<file path="config.mk">
export PLATFORM = sky130hd
export DESIGN_NAME = ucg_ep0_guard
export DESIGN_NICKNAME = d
export VERILOG_FILES = /design/src/inc/ucg_pkg.sv /design/src/rtl/ucg_ep0_guard.sv
export SDC_FILE = /design/constraint.sdc
export NUM_CORES = 1
export LEC_CHECK = 0
export BUFFER_PORTS_ARGS = -buffer_cell sky130_fd_sc_hd__buf_2
export CAP_MARGIN = 20
export CORE_MARGIN = 2
export CORE_UTILIZATION = 25
export CTS_BUF_LIST = sky130_fd_sc_hd__clkbuf_4 sky130_fd_sc_hd__clkbuf_8 sky130_fd_sc_hd__clkbuf_16
export DETAILED_ROUTE_END_ITERATION = 8
export SLEW_MARGIN = 5
export SYNTH_ARGS = -nofsm -noshare
export SYNTH_HDL_FRONTEND = slang
export SYNTH_SLANG_ARGS = --single-unit
export TNS_END_PERCENT = 20
</file>
<file path="constraint.sdc">
create_clock -name pclk -period 8.2 [get_ports pclk]
set_input_delay 1.64 -clock pclk [delete_from_list [all_inputs] [get_ports pclk]]
set_output_delay 1.64 -clock pclk [all_outputs]
set_load 0.03 [all_outputs]
</file>
<file path="src/inc/ucg_pkg.sv">
`default_nettype none
package ucg_pkg;

   // Register byte addresses
   localparam logic [7:0] UCG_CSR_OFS   = 8'h00;
   localparam logic [7:0] UCG_RXD_OFS   = 8'h04;
   localparam logic [7:0] UCG_TXD_OFS   = 8'h08;
   localparam logic [7:0] UCG_RXCNT_OFS = 8'h0C;
   localparam logic [7:0] UCG_TXCNT_OFS = 8'h10;

   // Field positions
   localparam int UCG_FREEZE_BIT = 3;
   localparam int UCG_VALID_BIT  = 2;
   localparam int UCG_TRIG_BIT   = 0;

   // Reset values
   localparam logic [7:0] UCG_CSR_RESET = 8'h00;
   localparam logic [7:0] UCG_BYTE_ZERO = 8'h00;

   // Sizes
   localparam int UCG_FIFO_DEPTH = 8;
   localparam int UCG_CFG_BYTES  = 8;

   typedef struct packed {
      logic       valid;
      logic [7:0] data;
   } ucg_byte_t;

endpackage : ucg_pkg
`default_nettype wire

</file>
<file path="src/rtl/ucg_ep0_guard.sv">
// The register offsets and the APB slave port were decided locally.
`timescale 1ns/100ps
`default_nettype none

// How it works
// - System reset or function soft reset clears the whole control/status register to zero.
// - Bits 7 to 4 of the control/status register read as zero and ignore writes.
// - While the freeze bit is 1 the SETUP data in the endpoint 0 receive FIFO is kept intact.
// - While frozen, reading the receive data port leaves the receive valid count unchanged.
// - While frozen, writes to the transmit data port leave the transmit FIFO unchanged.
// - While frozen, the transmit trigger leaves the transmit valid count unchanged.
// - With the freeze bit at 0 and the valid bit at 1 both endpoint 0 FIFOs read, write and trigger normally.
// - After any reset the core holds no endpoint configuration and stays idle until given one.
// - Software sets the valid bit after the last byte, and the loaded configuration then counts.
// - The valid bit enables the core; while it is 0 the core stays inactive.
module ucg_ep0_guard
   import ucg_pkg::*;
#(
   parameter int DEPTH = UCG_FIFO_DEPTH,
   parameter int CFGN  = UCG_CFG_BYTES
) (
   input  wire logic              pclk,
   input  wire logic              presetn,
   input  wire logic              psel,
   input  wire logic              penable,
   input  wire logic              pwrite,
   input  wire logic [7:0]        paddr,
   input  wire logic [31:0]       pwdata,
   output var  logic [31:0]       prdata,
   output var  logic              pready,
   output var  logic              pslverr,
   input  wire logic              func_soft_reset,
   input  wire ucg_byte_t         rx_in,
   output var  logic              rx_room,
   input  wire logic              tx_pop,
   output var  ucg_byte_t         tx_out,
   output var  logic              ep_zero_freeze,
   output var  logic              endpoint_config_valid,
   output var  logic [CFGN*8-1:0] endpoint_configuration
);

   localparam int PW = $clog2(DEPTH);
   localparam int CW = $clog2(DEPTH + 1);
   localparam int IW = $clog2(CFGN + 1);
   localparam logic [CW-1:0] FULL = CW'(DEPTH);
   localparam logic [IW-1:0] CFG_LAST = IW'(CFGN);

   logic            setup;
   logic            acc;
   logic            wr_csr;
   logic            wr_txd;
   logic            wr_trig;
   logic            rd_rxd;
   logic            hit;
   logic [31:0]     next_rdata;
   logic            rx_rd_ok;

   logic [7:0]      rx_mem [DEPTH];
   logic [PW-1:0]   rx_wp;
   logic [PW-1:0]   rx_rp;
   logic [CW-1:0]   rx_cnt;
   logic [CW-1:0]   next_rx_cnt;
   logic            rx_push;
   logic            rx_pop;

   logic [7:0]      tx_mem [DEPTH];
   logic [PW-1:0]   tx_wp;
   logic [PW-1:0]   tx_rp;
   logic [CW-1:0]   tx_cnt;
   logic [CW-1:0]   tx_stage;
   logic [CW-1:0]   next_tx_cnt;
   logic            tx_wr;
   logic            tx_trig;
   logic            tx_take;

   logic [IW-1:0]   cfg_idx;

   // APB decode; effects land only at the completing edge
   assign setup   = psel & ~penable;
   assign acc     = psel & penable & pready;
   assign wr_csr  = acc & pwrite & (paddr == UCG_CSR_OFS);
   assign wr_txd  = acc & pwrite & (paddr == UCG_TXD_OFS);
   assign wr_trig = acc & pwrite & (paddr == UCG_TXCNT_OFS);
   assign rd_rxd  = acc & ~pwrite & (paddr == UCG_RXD_OFS);

   always_comb begin
      hit        = 1'b1;
      next_rdata = 32'h0000_0000;
      case (paddr)
         UCG_CSR_OFS: begin
            next_rdata[UCG_FREEZE_BIT] = ep_zero_freeze;
            next_rdata[UCG_VALID_BIT]  = endpoint_config_valid;
         end
         UCG_RXD_OFS: begin
            if (rx_cnt != '0) begin
               next_rdata[7:0] = rx_mem[rx_rp];
            end
         end
         UCG_TXD_OFS:   next_rdata = 32'h0000_0000;
         UCG_RXCNT_OFS: next_rdata = 32'(rx_cnt);
         UCG_TXCNT_OFS: next_rdata = 32'(tx_cnt);
         default:       hit = 1'b0;
      endcase
   end

   // One access cycle: pready rises the cycle after setup
   always_ff @(posedge pclk or negedge presetn) begin
      if (!presetn) begin
         pready   <= 1'b0;
         prdata   <= 32'h0000_0000;
         pslverr  <= 1'b0;
         rx_rd_ok <= 1'b0;
      end else begin
         pready <= setup;
         if (setup) begin
            prdata   <= next_rdata;
            pslverr  <= ~hit;
            // Pop only what was actually returned, not a byte that arrived later
            rx_rd_ok <= (rx_cnt != '0);
         end
      end
   end

   // Control/status bits
   always_ff @(posedge pclk or negedge presetn) begin
      if (!presetn) begin
         ep_zero_freeze        <= UCG_CSR_RESET[UCG_FREEZE_BIT];
         endpoint_config_valid <= UCG_CSR_RESET[UCG_VALID_BIT];
      end else if (func_soft_reset) begin
         ep_zero_freeze        <= UCG_CSR_RESET[UCG_FREEZE_BIT];
         endpoint_config_valid <= UCG_CSR_RESET[UCG_VALID_BIT];
      end else if (wr_csr) begin
         ep_zero_freeze <= pwdata[UCG_FREEZE_BIT];
         if (pwdata[UCG_VALID_BIT]) begin
            endpoint_config_valid <= 1'b1;
         end
      end
   end

   // Configuration bytes load in order until the valid bit closes the window
   always_ff @(posedge pclk or negedge presetn) begin
      if (!presetn) begin
         cfg_idx                <= '0;
         endpoint_configuration <= '0;
      end else if (func_soft_reset) begin
         cfg_idx                <= '0;
         endpoint_configuration <= '0;
      end else if (wr_txd && !endpoint_config_valid && !ep_zero_freeze &&
                   cfg_idx != CFG_LAST) begin
         endpoint_configuration[cfg_idx*8 +: 8] <= pwdata[7:0];
         cfg_idx <= cfg_idx + 1'b1;
      end
   end

   // Receive FIFO, filled by the core, drained by the data port
   assign rx_push = rx_in.valid & rx_room & endpoint_config_valid;
   assign rx_pop  = rd_rxd & rx_rd_ok & ~ep_zero_freeze;
   assign next_rx_cnt = rx_cnt + CW'(rx_push) - CW'(rx_pop);

   always_ff @(posedge pclk) begin
      if (rx_push) begin
         rx_mem[rx_wp] <= rx_in.data;
      end
   end

   always_ff @(posedge pclk or negedge presetn) begin
      if (!presetn) begin
         rx_wp   <= '0;
         rx_rp   <= '0;
         rx_cnt  <= '0;
         rx_room <= 1'b1;
      end else if (func_soft_reset) begin
         rx_wp   <= '0;
         rx_rp   <= '0;
         rx_cnt  <= '0;
         rx_room <= 1'b1;
      end else begin
         if (rx_push) begin
            rx_wp <= rx_wp + 1'b1;
         end
         if (rx_pop) begin
            rx_rp <= rx_rp + 1'b1;
         end
         rx_cnt  <= next_rx_cnt;
         rx_room <= (next_rx_cnt != FULL);
      end
   end

   // Transmit FIFO: written bytes wait in a staged count until the trigger
   assign tx_wr   = wr_txd & endpoint_config_valid & ~ep_zero_freeze &
                    ((tx_stage + tx_cnt) != FULL);
   assign tx_trig = wr_trig & pwdata[UCG_TRIG_BIT] & endpoint_config_valid &
                    ~ep_zero_freeze;
   assign tx_take = tx_pop & (tx_cnt != '0) & endpoint_config_valid;
   assign next_tx_cnt = tx_cnt + (tx_trig ? tx_stage : '0) - CW'(tx_take);

   always_ff @(posedge pclk) begin
      if (tx_wr) begin
         tx_mem[tx_wp] <= pwdata[7:0];
      end
   end

   always_ff @(posedge pclk or negedge presetn) begin
      if (!presetn) begin
         tx_wp    <= '0;
         tx_rp    <= '0;
         tx_cnt   <= '0;
         tx_stage <= '0;
         tx_out   <= '0;
      end else if (func_soft_reset) begin
         tx_wp    <= '0;
         tx_rp    <= '0;
         tx_cnt   <= '0;
         tx_stage <= '0;
         tx_out   <= '0;
      end else begin
         if (tx_wr) begin
            tx_wp <= tx_wp + 1'b1;
         end
         if (tx_trig) begin
            tx_stage <= '0;
         end else if (tx_wr) begin
            tx_stage <= tx_stage + 1'b1;
         end
         tx_cnt       <= next_tx_cnt;
         tx_out.valid <= tx_take;
         if (tx_take) begin
            tx_out.data <= tx_mem[tx_rp];
            tx_rp       <= tx_rp + 1'b1;
         end
      end
   end
endmodule : ucg_ep0_guard
`default_nettype wire

</file>
==> results.sh, run 1 <==
export IMPL_grt_pass1_wl_um=40100
export IMPL_cts_reportedPaths_clkPinSlew_ps=60
export IMPL_ant_nets=0
export IMPL_grtUsageMet1_pct=16.2
export IMPL_clk_latency_ps=540
export IMPL_grt_pass1_vias=6532
export IMPL_min_path_type="reg2reg"
export IMPL_clk_path_buf_depth=3
export IMPL_synth_seq_area_share_pct=62.8
export IMPL_hold_buffers=0
export IMPL_crit_buf_inv=2
export IMPL_cts_root_buf="clkbuf_16"
export IMPL_dp_cells=1380
export IMPL_vias=6592
export IMPL_cap_viol_max_count=0
export IMPL_drive_gt1_share_pct=26.4
export IMPL_dieWidth_um=211
export IMPL_finalCritPeriodShare_pct=47.7
export IMPL_p_leak_uw=0.00499
export IMPL_syn_inst=754
export IMPL_vdd_drop_max_uv=160
export IMPL_netlist_area_um2=10700
export IMPL_cts_sinks=243
export IMPL_period_needed_ps=3910
export IMPL_die_area_um2=44500
export IMPL_cp_cell_sequence="buf_2 > nor2b_1 > nand4_1 > nor3_1 > nand2_1 > ha_1 > inv_1 > ha_1 > a21o_1 > a21oi_1 > xnor2_1 > nand3_1 > a21oi_1"
export IMPL_start_kind="primary input"
export IMPL_critPathMaxFanout=17
export IMPL_cts_buffers=27
export IMPL_ys_ff_latch=243
export IMPL_ctsResizeCount=0
export IMPL_grtUsageTotal_pct=11.8
export IMPL_rows=75
export IMPL_via_per_inst=4.61
export IMPL_met2_usage_pct=19.3
export IMPL_slew_limit_headroom_pct=35.0
export IMPL_cp_top_family="simple AND/OR/NAND/NOR gates"
export IMPL_grtUsageMet3_pct=2.68
export IMPL_crit_path_end_kind="flip-flop"
export IMPL_cts_tree="yes"
export IMPL_antenna_found_initial=2
export IMPL_status="completed"
export IMPL_tightest_slew_ps=972
export IMPL_ys_flop_type="edfxtp_1"
export IMPL_rsz0062_at_grt="false"
export IMPL_top_usage_layer="met2"
export IMPL_yosysWarnings=0
export IMPL_hpwl_um=17600
export IMPL_finClkSkew_ps=5.56
export IMPL_worst_path_max_delay_cell="nor3_1"
export IMPL_instances_no_fill=1429
export IMPL_initial_core_util_pct=25.4
export IMPL_nets=951
export IMPL_portBuffers=117
export IMPL_gp_congestion=0.728
export IMPL_powerDensity_nw_per_um2=209
export IMPL_wl_per_cell_um=18.5
export IMPL_timing_setup_tns_ps=0
export IMPL_required_ps=8650
export IMPL_io_pins=166
export IMPL_hold_slack_ps=479
export IMPL_firstDrtPassIters=4
export IMPL_overflow=0
export IMPL_fmaxAchievable_mhz=256
export IMPL_die_h_um=211
export IMPL_synth_edf_count=128
export IMPL_finalMaxSlewViolations=0
export IMPL_max_stage_delay_ps=490
export IMPL_drc=0
export IMPL_post_cts_setup_buffer_count=0
export IMPL_cp_arrival_ps=4370
export IMPL_r2r_slack_ps=5060
export IMPL_syn_to_final_growth_pct=18.6
export IMPL_synth_area_per_cell_um2=14.2
export IMPL_drt_iter0_markers=354
export IMPL_async_flop_share_pct=47.3
export IMPL_critPathKind="in2reg"
export IMPL_core_area_um2=42100
export IMPL_grt_max_degree=75
export IMPL_finalWirelength_um=26500
export IMPL_hold_viol=0
export IMPL_cts_max_level=1
export IMPL_setup_viol=0
export IMPL_synth_distinct_cells=64
export IMPL_diodes=0
[worst register-to-register path: cells and delay by family (launching register included)]
family                     cells  cell delay (ps)
adders and majority gates      1              310
xor gates and xnor gates       1              590
and+or+nand+nor                2              690
muxes                          1              260
AOI/OAI and AO/OA              1              440
DFF                            1              580
buffers and inverters          1              130
[power by group]
group / internal, uW / switching, uW
Clock: 794 / 504
Combinational: 9.45 / 59.4
Sequential: 1290 / 1.08
Total: 2090 / 565
[path summary, 6_finish.rpt]
kind / start / endpoint / depth (start not counted)
min in group asynchronous: presetn / endpoint_configuration[7]$_DFFE_PN0P_ / 1
min: prdata[2]$_DFFE_PN0P_ / prdata[2]$_DFFE_PN0P_ / 2
max: pwdata[0] / tx_cnt[3]$_DFF_PN0_ / 13
max reg2reg: cfg_idx[0]$_DFFE_PN0P_ / endpoint_configuration[20]$_DFFE_PN0P_ / 7
min reg2reg: prdata[2]$_DFFE_PN0P_ / prdata[2]$_DFFE_PN0P_ / 2
max in group asynchronous: presetn / pready$_DFF_PN0_ / 2
[cell type report]
| cell class | count | area [um^2] |
|---|---|---|
| clock buffers | 28 | 683 |
| fillers | 4212 | 29400 |
| clock inverters | 21 | 267 |
| well taps | 539 | 674 |
| repair buffers | 130 | 686 |
| flip-flops and latches | 243 | 6720 |
| inverters | 24 | 90.1 |
| multi-input cells | 444 | 3580 |
[registers in the layout (all words and copies together), names as in the netlist, 3 cells and up]
name and flops:
endpoint_configuration 64, rx_mem 64, tx_mem 64, tx_out 9
prdata 8, cfg_idx 4, rx_cnt 4, tx_cnt 4
tx_stage 4, rx_rp 3, rx_wp 3, tx_rp 3
tx_wp 3
[per-layer routing]
| layer | routed length (um) | up-vias |
|---|---|---|
| li1 | - | 3007 |
| met1 | 12000 | 3371 |
| met2 | 12500 | 176 |
| met3 | 1590 | 34 |
| met4 | 418 | 4 |
| met5 | 27 | - |
[cell usage after synthesis (all sizes together), types with 2 or more instances]
library cell   count  area share (%)
o31ai              2            0.14
ha                22             2.6
a22o              32             2.6
nor3              14             1.1
clkbuf            28             1.2
and3               3            0.18
a211oi             8            0.56
clkdlybuf4s25      2            0.19
edfxtp           128              36
and4               2            0.16
a21o               3            0.21
nor4              11             1.1
buf               36             2.5
nor2              54             1.9
o21ai             23             1.1
o22a               4            0.33
a31oi              5            0.29
a22oi              2            0.14
dfrtp            114              27
xnor2             12            0.98
nor3b              3            0.21
xor2               5            0.41
or4b               2            0.19
a31o               2            0.16
nor2b              6            0.35
fa                 3            0.56
or2                4            0.23
nor4b              5            0.47
mux2               2            0.21
or4                4            0.32
o2111ai            3            0.25
a21oi             26             1.2
mux2i             37             3.5
mux4              32             6.7
nand3b             6            0.42
nand3             20            0.93
nand2b             2            0.12
nand4              8            0.53
and2               7            0.47
nand2             37             1.3
a32oi              2            0.16
inv               24            0.84
[metrics by stage]
stage | setup slack, ps | total power (uW) | utilization, % | instance area (um^2)
floorplan | 4190 | 1350 | - | 10800
global placement | 3770 | 1380 | 27.9 | 11800
detailed placement | 3700 | 1380 | 27.9 | 11800
CTS | 4280 | 2690 | 30.2 | 12700
global route | 4060 | 2750 | 30.2 | 12700
finish | 4290 | 2660 | 30.2 | 12700
[cells in the final DEF, fill, tap and decap left out, types with 5 or more instances in the layout]
cell type	n
xnor2_1	12
o21ai_0	19
a21oi_1	26
and2_2	5
edfxtp_1	128
ha_1	22
dfrtp_1	114
a22o_1	32
nor2_1	54
buf_2	116
inv_1	24
nor2b_1	6
nand3b_1	6
bufinv_16	6
nor4_1	8
nand4_1	7
mux2i_1	37
clkinv_1	6
a211oi_1	8
nand2_1	37
buf_4	14
xor2_1	5
a31oi_1	5
nor3_1	8
clkbuf_16	27
conb_1	24
mux4_2	32
nand3_1	20
[cells by family after synthesis]
logic type / after synthesis / synth area share (%)
AOI/OAI and AO/OA: 114 / 7.31
xor gates and xnor gates: 17 / 1.39
adders and majority gates: 25 / 3.13
buffers and inverters: 90 / 4.66
DFF: 243 / 62.8
muxes: 71 / 10.4
other: 1 / 0.0350
and+or+nand+nor: 193 / 10.3
No activity file was read; power rests on OpenSTA's default activity.
==> run 2: changes to the inputs <==
--- a/config.mk
+++ b/config.mk
@@ -5,6 +5,7 @@
 export SDC_FILE = /design/constraint.sdc
 export NUM_CORES = 1
 export LEC_CHECK = 0
+export ABC_AREA = 1
 export BUFFER_PORTS_ARGS = -buffer_cell sky130_fd_sc_hd__buf_2
 export CAP_MARGIN = 20
 export CORE_MARGIN = 2
==> constraint.sdc (replaced) <==
create_clock -name pclk -period 4 [get_ports pclk]
set_input_delay 0.8 -clock pclk [delete_from_list [all_inputs] [get_ports pclk]]
set_output_delay 0.8 -clock pclk [all_outputs]
set_load 0.03 [all_outputs]
==> results.sh, run 2 <==
export IMPL_syn_inst=1139
export IMPL_vdd_drop_max_uv=300
export IMPL_die_h_um=214
export IMPL_rows=77
export IMPL_crit_buf_inv=1
export IMPL_via_per_inst=4.50
export IMPL_hold_slack_ps=283
export IMPL_cp_depth=9
export IMPL_synth_top_area_cell="edfxtp_1"
export IMPL_crit_path_end_kind="flip-flop"
export IMPL_cp_cell_sequence="inv_1 > ha_1 > nand2_2 > o21ai_2 > nand3b_4 > nand2_2 > nand2_1 > nand2_1 > o21ai_0"
export IMPL_drc=0
export IMPL_critPathKind="reg2reg"
export IMPL_portBuffers=117
export IMPL_overflow=0
export IMPL_r2r_start="cfg_idx[0]$_DFFE_PN0P_"
export IMPL_cts_root_buf="clkbuf_16"
export IMPL_cp_arrival_ps=3450
export IMPL_ys_ff_latch=243
export IMPL_r2r_slack_ps=970
export IMPL_critPathMaxFanout=36
export IMPL_min_path_type="in2async"
export IMPL_synth_area_per_cell_um2=9.73
export IMPL_drt_iter0_markers=564
export IMPL_synth_most_common_cell="nand2_1"
export IMPL_gp_congestion=0.822
export IMPL_pwr_share_clk_pct=49.4
export IMPL_cts_reportedPaths_clkPinSlew_ps=60
export IMPL_clk_path_buf_depth=3
export IMPL_fmaxAchievable_mhz=330
export IMPL_required_ps=4420
export IMPL_finalMaxSlewViolations=0
export IMPL_synth_distinct_cells=36
export IMPL_yosysWarnings=0
export IMPL_switching_share_pct=21.1
export IMPL_grtUsageTotal_pct=12.6
export IMPL_finalCritPeriodShare_pct=75.8
export IMPL_cp_top_family="simple AND/OR/NAND/NOR gates"
export IMPL_period_needed_ps=3030
export IMPL_synth_edf_count=128
export IMPL_hold_viol=0
export IMPL_synth_commonest_cells="235 x nand2_1, 156 x nand3_1, 143 x nor2_1"
export IMPL_wl_per_cell_um=15.7
export IMPL_slew_limit_headroom_pct=31.0
export IMPL_setup_viol=0
export IMPL_max_stage_delay_ps=690
export IMPL_ant_nets=0
export IMPL_die_area_um2=46000
export IMPL_start_kind="flip-flop"
export IMPL_cap_viol_max_count=0
export IMPL_hpwl_um=20200
export IMPL_antenna_found_initial=0
export IMPL_nFillCells=4559
export IMPL_vias=8429
export IMPL_cts_buffers=28
export IMPL_rr_worst_depth=9
export IMPL_netlist_area_um2=11100
export IMPL_post_cts_setup_buffer_count=0
export IMPL_hold_buffers=0
export IMPL_diodes=0
export IMPL_drive_gt1_share_pct=16.5
export IMPL_p_comb_share_pct=3.0
export IMPL_worst_path_max_delay_cell="dfrtp_1"
export IMPL_critical_path_startpoint="cfg_idx[0]$_DFFE_PN0P_"
export IMPL_timing_setup_tns_ps=0
export IMPL_cts_tree="yes"
export IMPL_grt_pass1_wl_um=46100
export IMPL_switchingPower_uw=1180
export IMPL_cts_sinks=243
export IMPL_tightest_slew_ps=1030
export IMPL_netlist_top_cells_area="edfxtp_1 35%, dfrtp_1 26%, nand2_1 8.0%"
export IMPL_clk_latency_ps=550
export IMPL_rsz0062_at_grt="false"
export IMPL_async_flop_share_pct=47.3
export IMPL_grt_pass1_vias=8211
export IMPL_p_leak_uw=0.00599
export IMPL_ctsResizeCount=0
export IMPL_design_power_total_uw=5570
export IMPL_finalWirelength_um=29300
export IMPL_initial_core_util_pct=25.2
export IMPL_syn_to_final_growth_pct=19.8
export IMPL_cts_max_level=1
export IMPL_synth_top_area_share_pct=34.7
export IMPL_power_internal_uw=4400
export IMPL_io_pins=166
export IMPL_status="completed"
export IMPL_synth_seq_area_share_pct=60.7
export IMPL_layout_commonest_cell="nand2_1"
export IMPL_powerDensity_nw_per_um2=420
export IMPL_seqPwrFrac_pct=47.5
export IMPL_reg_largest_list="endpoint_configuration x64, rx_mem x64, tx_mem x64"
export IMPL_dieWidth_um=214
export IMPL_grt_max_degree=66
export IMPL_ys_flop_type="edfxtp_1"
export IMPL_finClkSkew_ps=11.6
export IMPL_firstDrtPassIters=5
export IMPL_core_area_um2=43900
export IMPL_nets=1339
export IMPL_final_cell_mix="235 x nand2_1, 156 x nand3_1, 143 x nor2_1"
## run 2: cell count changes in the layout (fill, tap and decap cells not counted), sizes merged, moves of 37 or more
cell / change
mux2i: -37
nand2: +204
o21ai: +69
nand3: +140
inv: +52
nor2: +102
## run 2: path summary, 6_finish.rpt
kind,to
max,endpoint_configuration[0]$_DFFE_PN0P_
min,endpoint_configuration[32]$_DFFE_PN0P_
max reg2reg,endpoint_configuration[0]$_DFFE_PN0P_
min reg2reg,endpoint_configuration[33]$_DFFE_PN0P_
max in group asynchronous,rx_room$_DFF_PN1_
min in group pclk,endpoint_configuration[33]$_DFFE_PN0P_
## run 2: metrics by stage
| stage | util (%) | instances | worst slack, ps | instance area (um^2) |
|---|---|---|---|---|
| finish | 30.2 | 1872 | 969 | 13300 |
| global route | 30.2 | 1872 | 689 | 13300 |
| CTS | 30.2 | 1872 | 1030 | 13300 |
| detailed placement | 27.9 | 1820 | 668 | 12300 |
| global placement | 27.9 | 1820 | 700 | 12300 |
| floorplan | - | 1162 | 1140 | 11200 |
## run 2: kinds of logic (layout without fill, tap and decap cells)
family	Yosys count	in the layout	share of synthesized area [%]
other cells	1	24	0.0339
buf+inv	145	263	5.84
simple gates	583	583	23.3
fa+ha+maj	25	25	3.03
flops	243	243	60.7
compound gates	136	136	6.62
xor+xnor	6	6	0.474
## run 2: cell type report
class / instances / area [um^2] / area share (%)
timing repair buffer: 131 / 706 / 5.32
clock inverter: 16 / 215 / 1.62
sequential: 243 / 6720 / 50.6
multi-input combinational: 774 / 3790 / 28.6
tap: 592 / 741 / 5.58
inverter: 80 / 300 / 2.26
clock buffer: 36 / 797 / 6.00
## run 2: power groups by stage
| stage | Combinational (uW) | Clock, uW | Sequential [uW] |
|---|---|---|---|
| 2_1_floorplan | 89.8 | 0 | 2710 |
| 3_3_place_gp | 169 | 0 | 2700 |
| 3_5_place_dp | 172 | 0 | 2700 |
| 4_1_cts | 172 | 2820 | 2650 |
| 5_1_grt | 187 | 2920 | 2650 |
| 6_report | 169 | 2760 | 2650 |
## run 2: routing by layer
layer	track usage, %	routed length (um)
met5	0	0
met3	2.99	2150
met1	16.4	12700
met2	20.7	13700
met4	3.96	760
==> run 3: changes to the inputs <==
==> constraint.sdc (replaced) <==
create_clock -name pclk -period 3 [get_ports pclk]
set_input_delay 0.6 -clock pclk [delete_from_list [all_inputs] [get_ports pclk]]
set_output_delay 0.6 -clock pclk [all_outputs]
set_load 0.03 [all_outputs]
==> results.sh, run 3 (synthesis results as in run 2) <==
export IMPL_critPathMaxFanout=8
export IMPL_hold_viol=0
export IMPL_nFillCells=4550
export IMPL_routed_top_layer="met4"
export IMPL_fmaxAchievable_mhz=407
export IMPL_drive_gt1_share_pct=17.9
export IMPL_post_cts_setup_buffer_count=0
export IMPL_crit_buf_inv=3
export IMPL_clk_path_buf_depth=3
export IMPL_ant_nets=0
export IMPL_diodes=0
export IMPL_io_pins=166
export IMPL_drt_iter0_markers=530
export IMPL_crit_path_end_kind="flip-flop"
export IMPL_overflow=0
export IMPL_seqPwrFrac_pct=48.0
export IMPL_start_kind="flip-flop"
export IMPL_worst_path_max_delay_cell="dfrtp_1"
export IMPL_nets=1362
export IMPL_min_path_type="in2async"
export IMPL_syn_to_final_growth_pct=21.4
export IMPL_r2r_slack_ps=550
export IMPL_r2r_start="tx_cnt[0]$_DFF_PN0_"
export IMPL_grt_max_degree=78
export IMPL_cts_tree="yes"
export IMPL_layout_commonest_cell="nand2_1"
export IMPL_slew_limit_headroom_pct=50.8
export IMPL_powerDensity_nw_per_um2=547
export IMPL_wl_met2_um=13900
export IMPL_max_stage_delay_ps=430
export IMPL_hold_buffers=0
export IMPL_drc=0
export IMPL_period_needed_ps=2450
export IMPL_pwr_share_clk_pct=48.8
export IMPL_antenna_found_initial=0
export IMPL_switchingPower_uw=1570
export IMPL_critical_path_startpoint="tx_cnt[0]$_DFF_PN0_"
export IMPL_vdd_drop_max_uv=353
export IMPL_setup_viol=0
export IMPL_dieWidth_um=214
export IMPL_rsz0062_at_grt="false"
export IMPL_cts_max_level=1
export IMPL_rr_worst_depth=11
export IMPL_hpwl_um=20300
export IMPL_cap_viol_max_count=0
export IMPL_timing_setup_tns_ps=0
export IMPL_cts_buffers=28
export IMPL_cts_root_buf="clkbuf_16"
export IMPL_tightest_slew_ps=736
export IMPL_r2r_end="tx_mem[7][6]$_DFFE_PP_"
export IMPL_cp_depth=11
export IMPL_cp_top_family="simple AND/OR/NAND/NOR gates"
export IMPL_grt_pass1_wl_um=45600
export IMPL_status="completed"
export IMPL_final_area_um2=13400
export IMPL_p_comb_share_pct=3.2
export IMPL_finalMaxSlewViolations=0
export IMPL_firstDrtPassIters=4
export IMPL_finClkSkew_ps=6.67
export IMPL_switching_share_pct=21.3
export IMPL_cts_sinks=243
export IMPL_finalCritPeriodShare_pct=81.8
export IMPL_cp_arrival_ps=2700
export IMPL_dp_slack_ps=241
export IMPL_final_cell_mix="235 x nand2_1, 156 x nand3_1, 143 x nor2_1"
export IMPL_critPathKind="reg2reg"
export IMPL_wl_per_cell_um=15.5
export IMPL_placed_cell_area_um2=12500
export IMPL_timing_final_ws_setup_ps=546
export IMPL_gp_congestion=0.833
export IMPL_die_area_um2=46000
export IMPL_initial_core_util_pct=25.2
export IMPL_grtUsageTotal_pct=12.5
export IMPL_required_ps=3240
export IMPL_endpoint="tx_mem[7][6]$_DFFE_PP_"
export IMPL_cp_cell_sequence="ha_1 > inv_1 > fa_1 > inv_1 > nor2_1 > nand2_1 > nor2_1 > nand3_1 > nand3_1 > nor3_1 > buf_4"
export IMPL_p_leak_uw=0.00611
export IMPL_vias=8430
export IMPL_clk_latency_ps=540
export IMPL_ctsResizeCount=0
export IMPL_finalWirelength_um=29300
export IMPL_drt_met1_wl_um=12600
export IMPL_via_per_inst=4.45
export IMPL_die_h_um=214
export IMPL_core_area_um2=43900
export IMPL_rows=77
export IMPL_cts_reportedPaths_clkPinSlew_ps=60
export IMPL_reg_largest_list="endpoint_configuration x64, rx_mem x64, tx_mem x64"
export IMPL_grt_pass1_vias=8075
export IMPL_power_internal_uw=5790
export IMPL_met3_length_um=2000
export IMPL_portBuffers=117
[run 3: final cells by class]
class                   instances  area (um^2)  area share (%)
clock buffers                  36          797            5.93
flip-flops and latches        243         6720            50.0
repair buffers                154          903            6.72
inverters                      80          300            2.23
multi-input cells             774         3790            28.2
well taps                     592          741            5.51
clock inverters                16          191            1.42
[run 3: per-stage QoR]
stage | instances | power [uW] | util [%] | hold WS, ps
after global placement | 1843 | 3830 | 28.4 | 453
after CTS | 1895 | 7430 | 30.6 | 42.2
after global routing | 1895 | 7580 | 30.6 | 64.5
final | 1895 | 7360 | 30.6 | 38.8
after detailed placement | 1843 | 3840 | 28.4 | 459
after floorplan | 1162 | 3730 | - | 304
[run 3: worst min-delay path by stage]
stage	slack (ps)	cells after the start	end	start
finish	40	1	endpoint_configuration[11]$_DFFE_PN0P_	presetn
global route	60	1	tx_out[6]$_DFFE_PN0P_	presetn
CTS	40	1	tx_out[6]$_DFFE_PN0P_	presetn
detailed placement	460	2	endpoint_configuration[36]$_DFFE_PN0P_	endpoint_configuration[36]$_DFFE_PN0P_
global placement	450	2	endpoint_configuration[34]$_DFFE_PN0P_	endpoint_configuration[34]$_DFFE_PN0P_
floorplan	300	0	cfg_idx[0]$_DFFE_PN0P_	presetn
[run 3: power groups by stage]
stage	combinational, uW	clock (uW)	sequential (uW)
floorplan	120	0	3610
global placement	237	0	3600
detailed placement	241	0	3600
CTS	241	3650	3530
global route	260	3790	3530
finish	237	3590	3530
[run 3: layer usage]
| layer | track usage, % | up-vias |
|---|---|---|
| li1 | - | 4091 |
| met1 | 16.1 | 4041 |
| met2 | 20.9 | 258 |
| met3 | 2.88 | 40 |
| met4 | 3.87 | 0 |
| met5 | 0 | - |
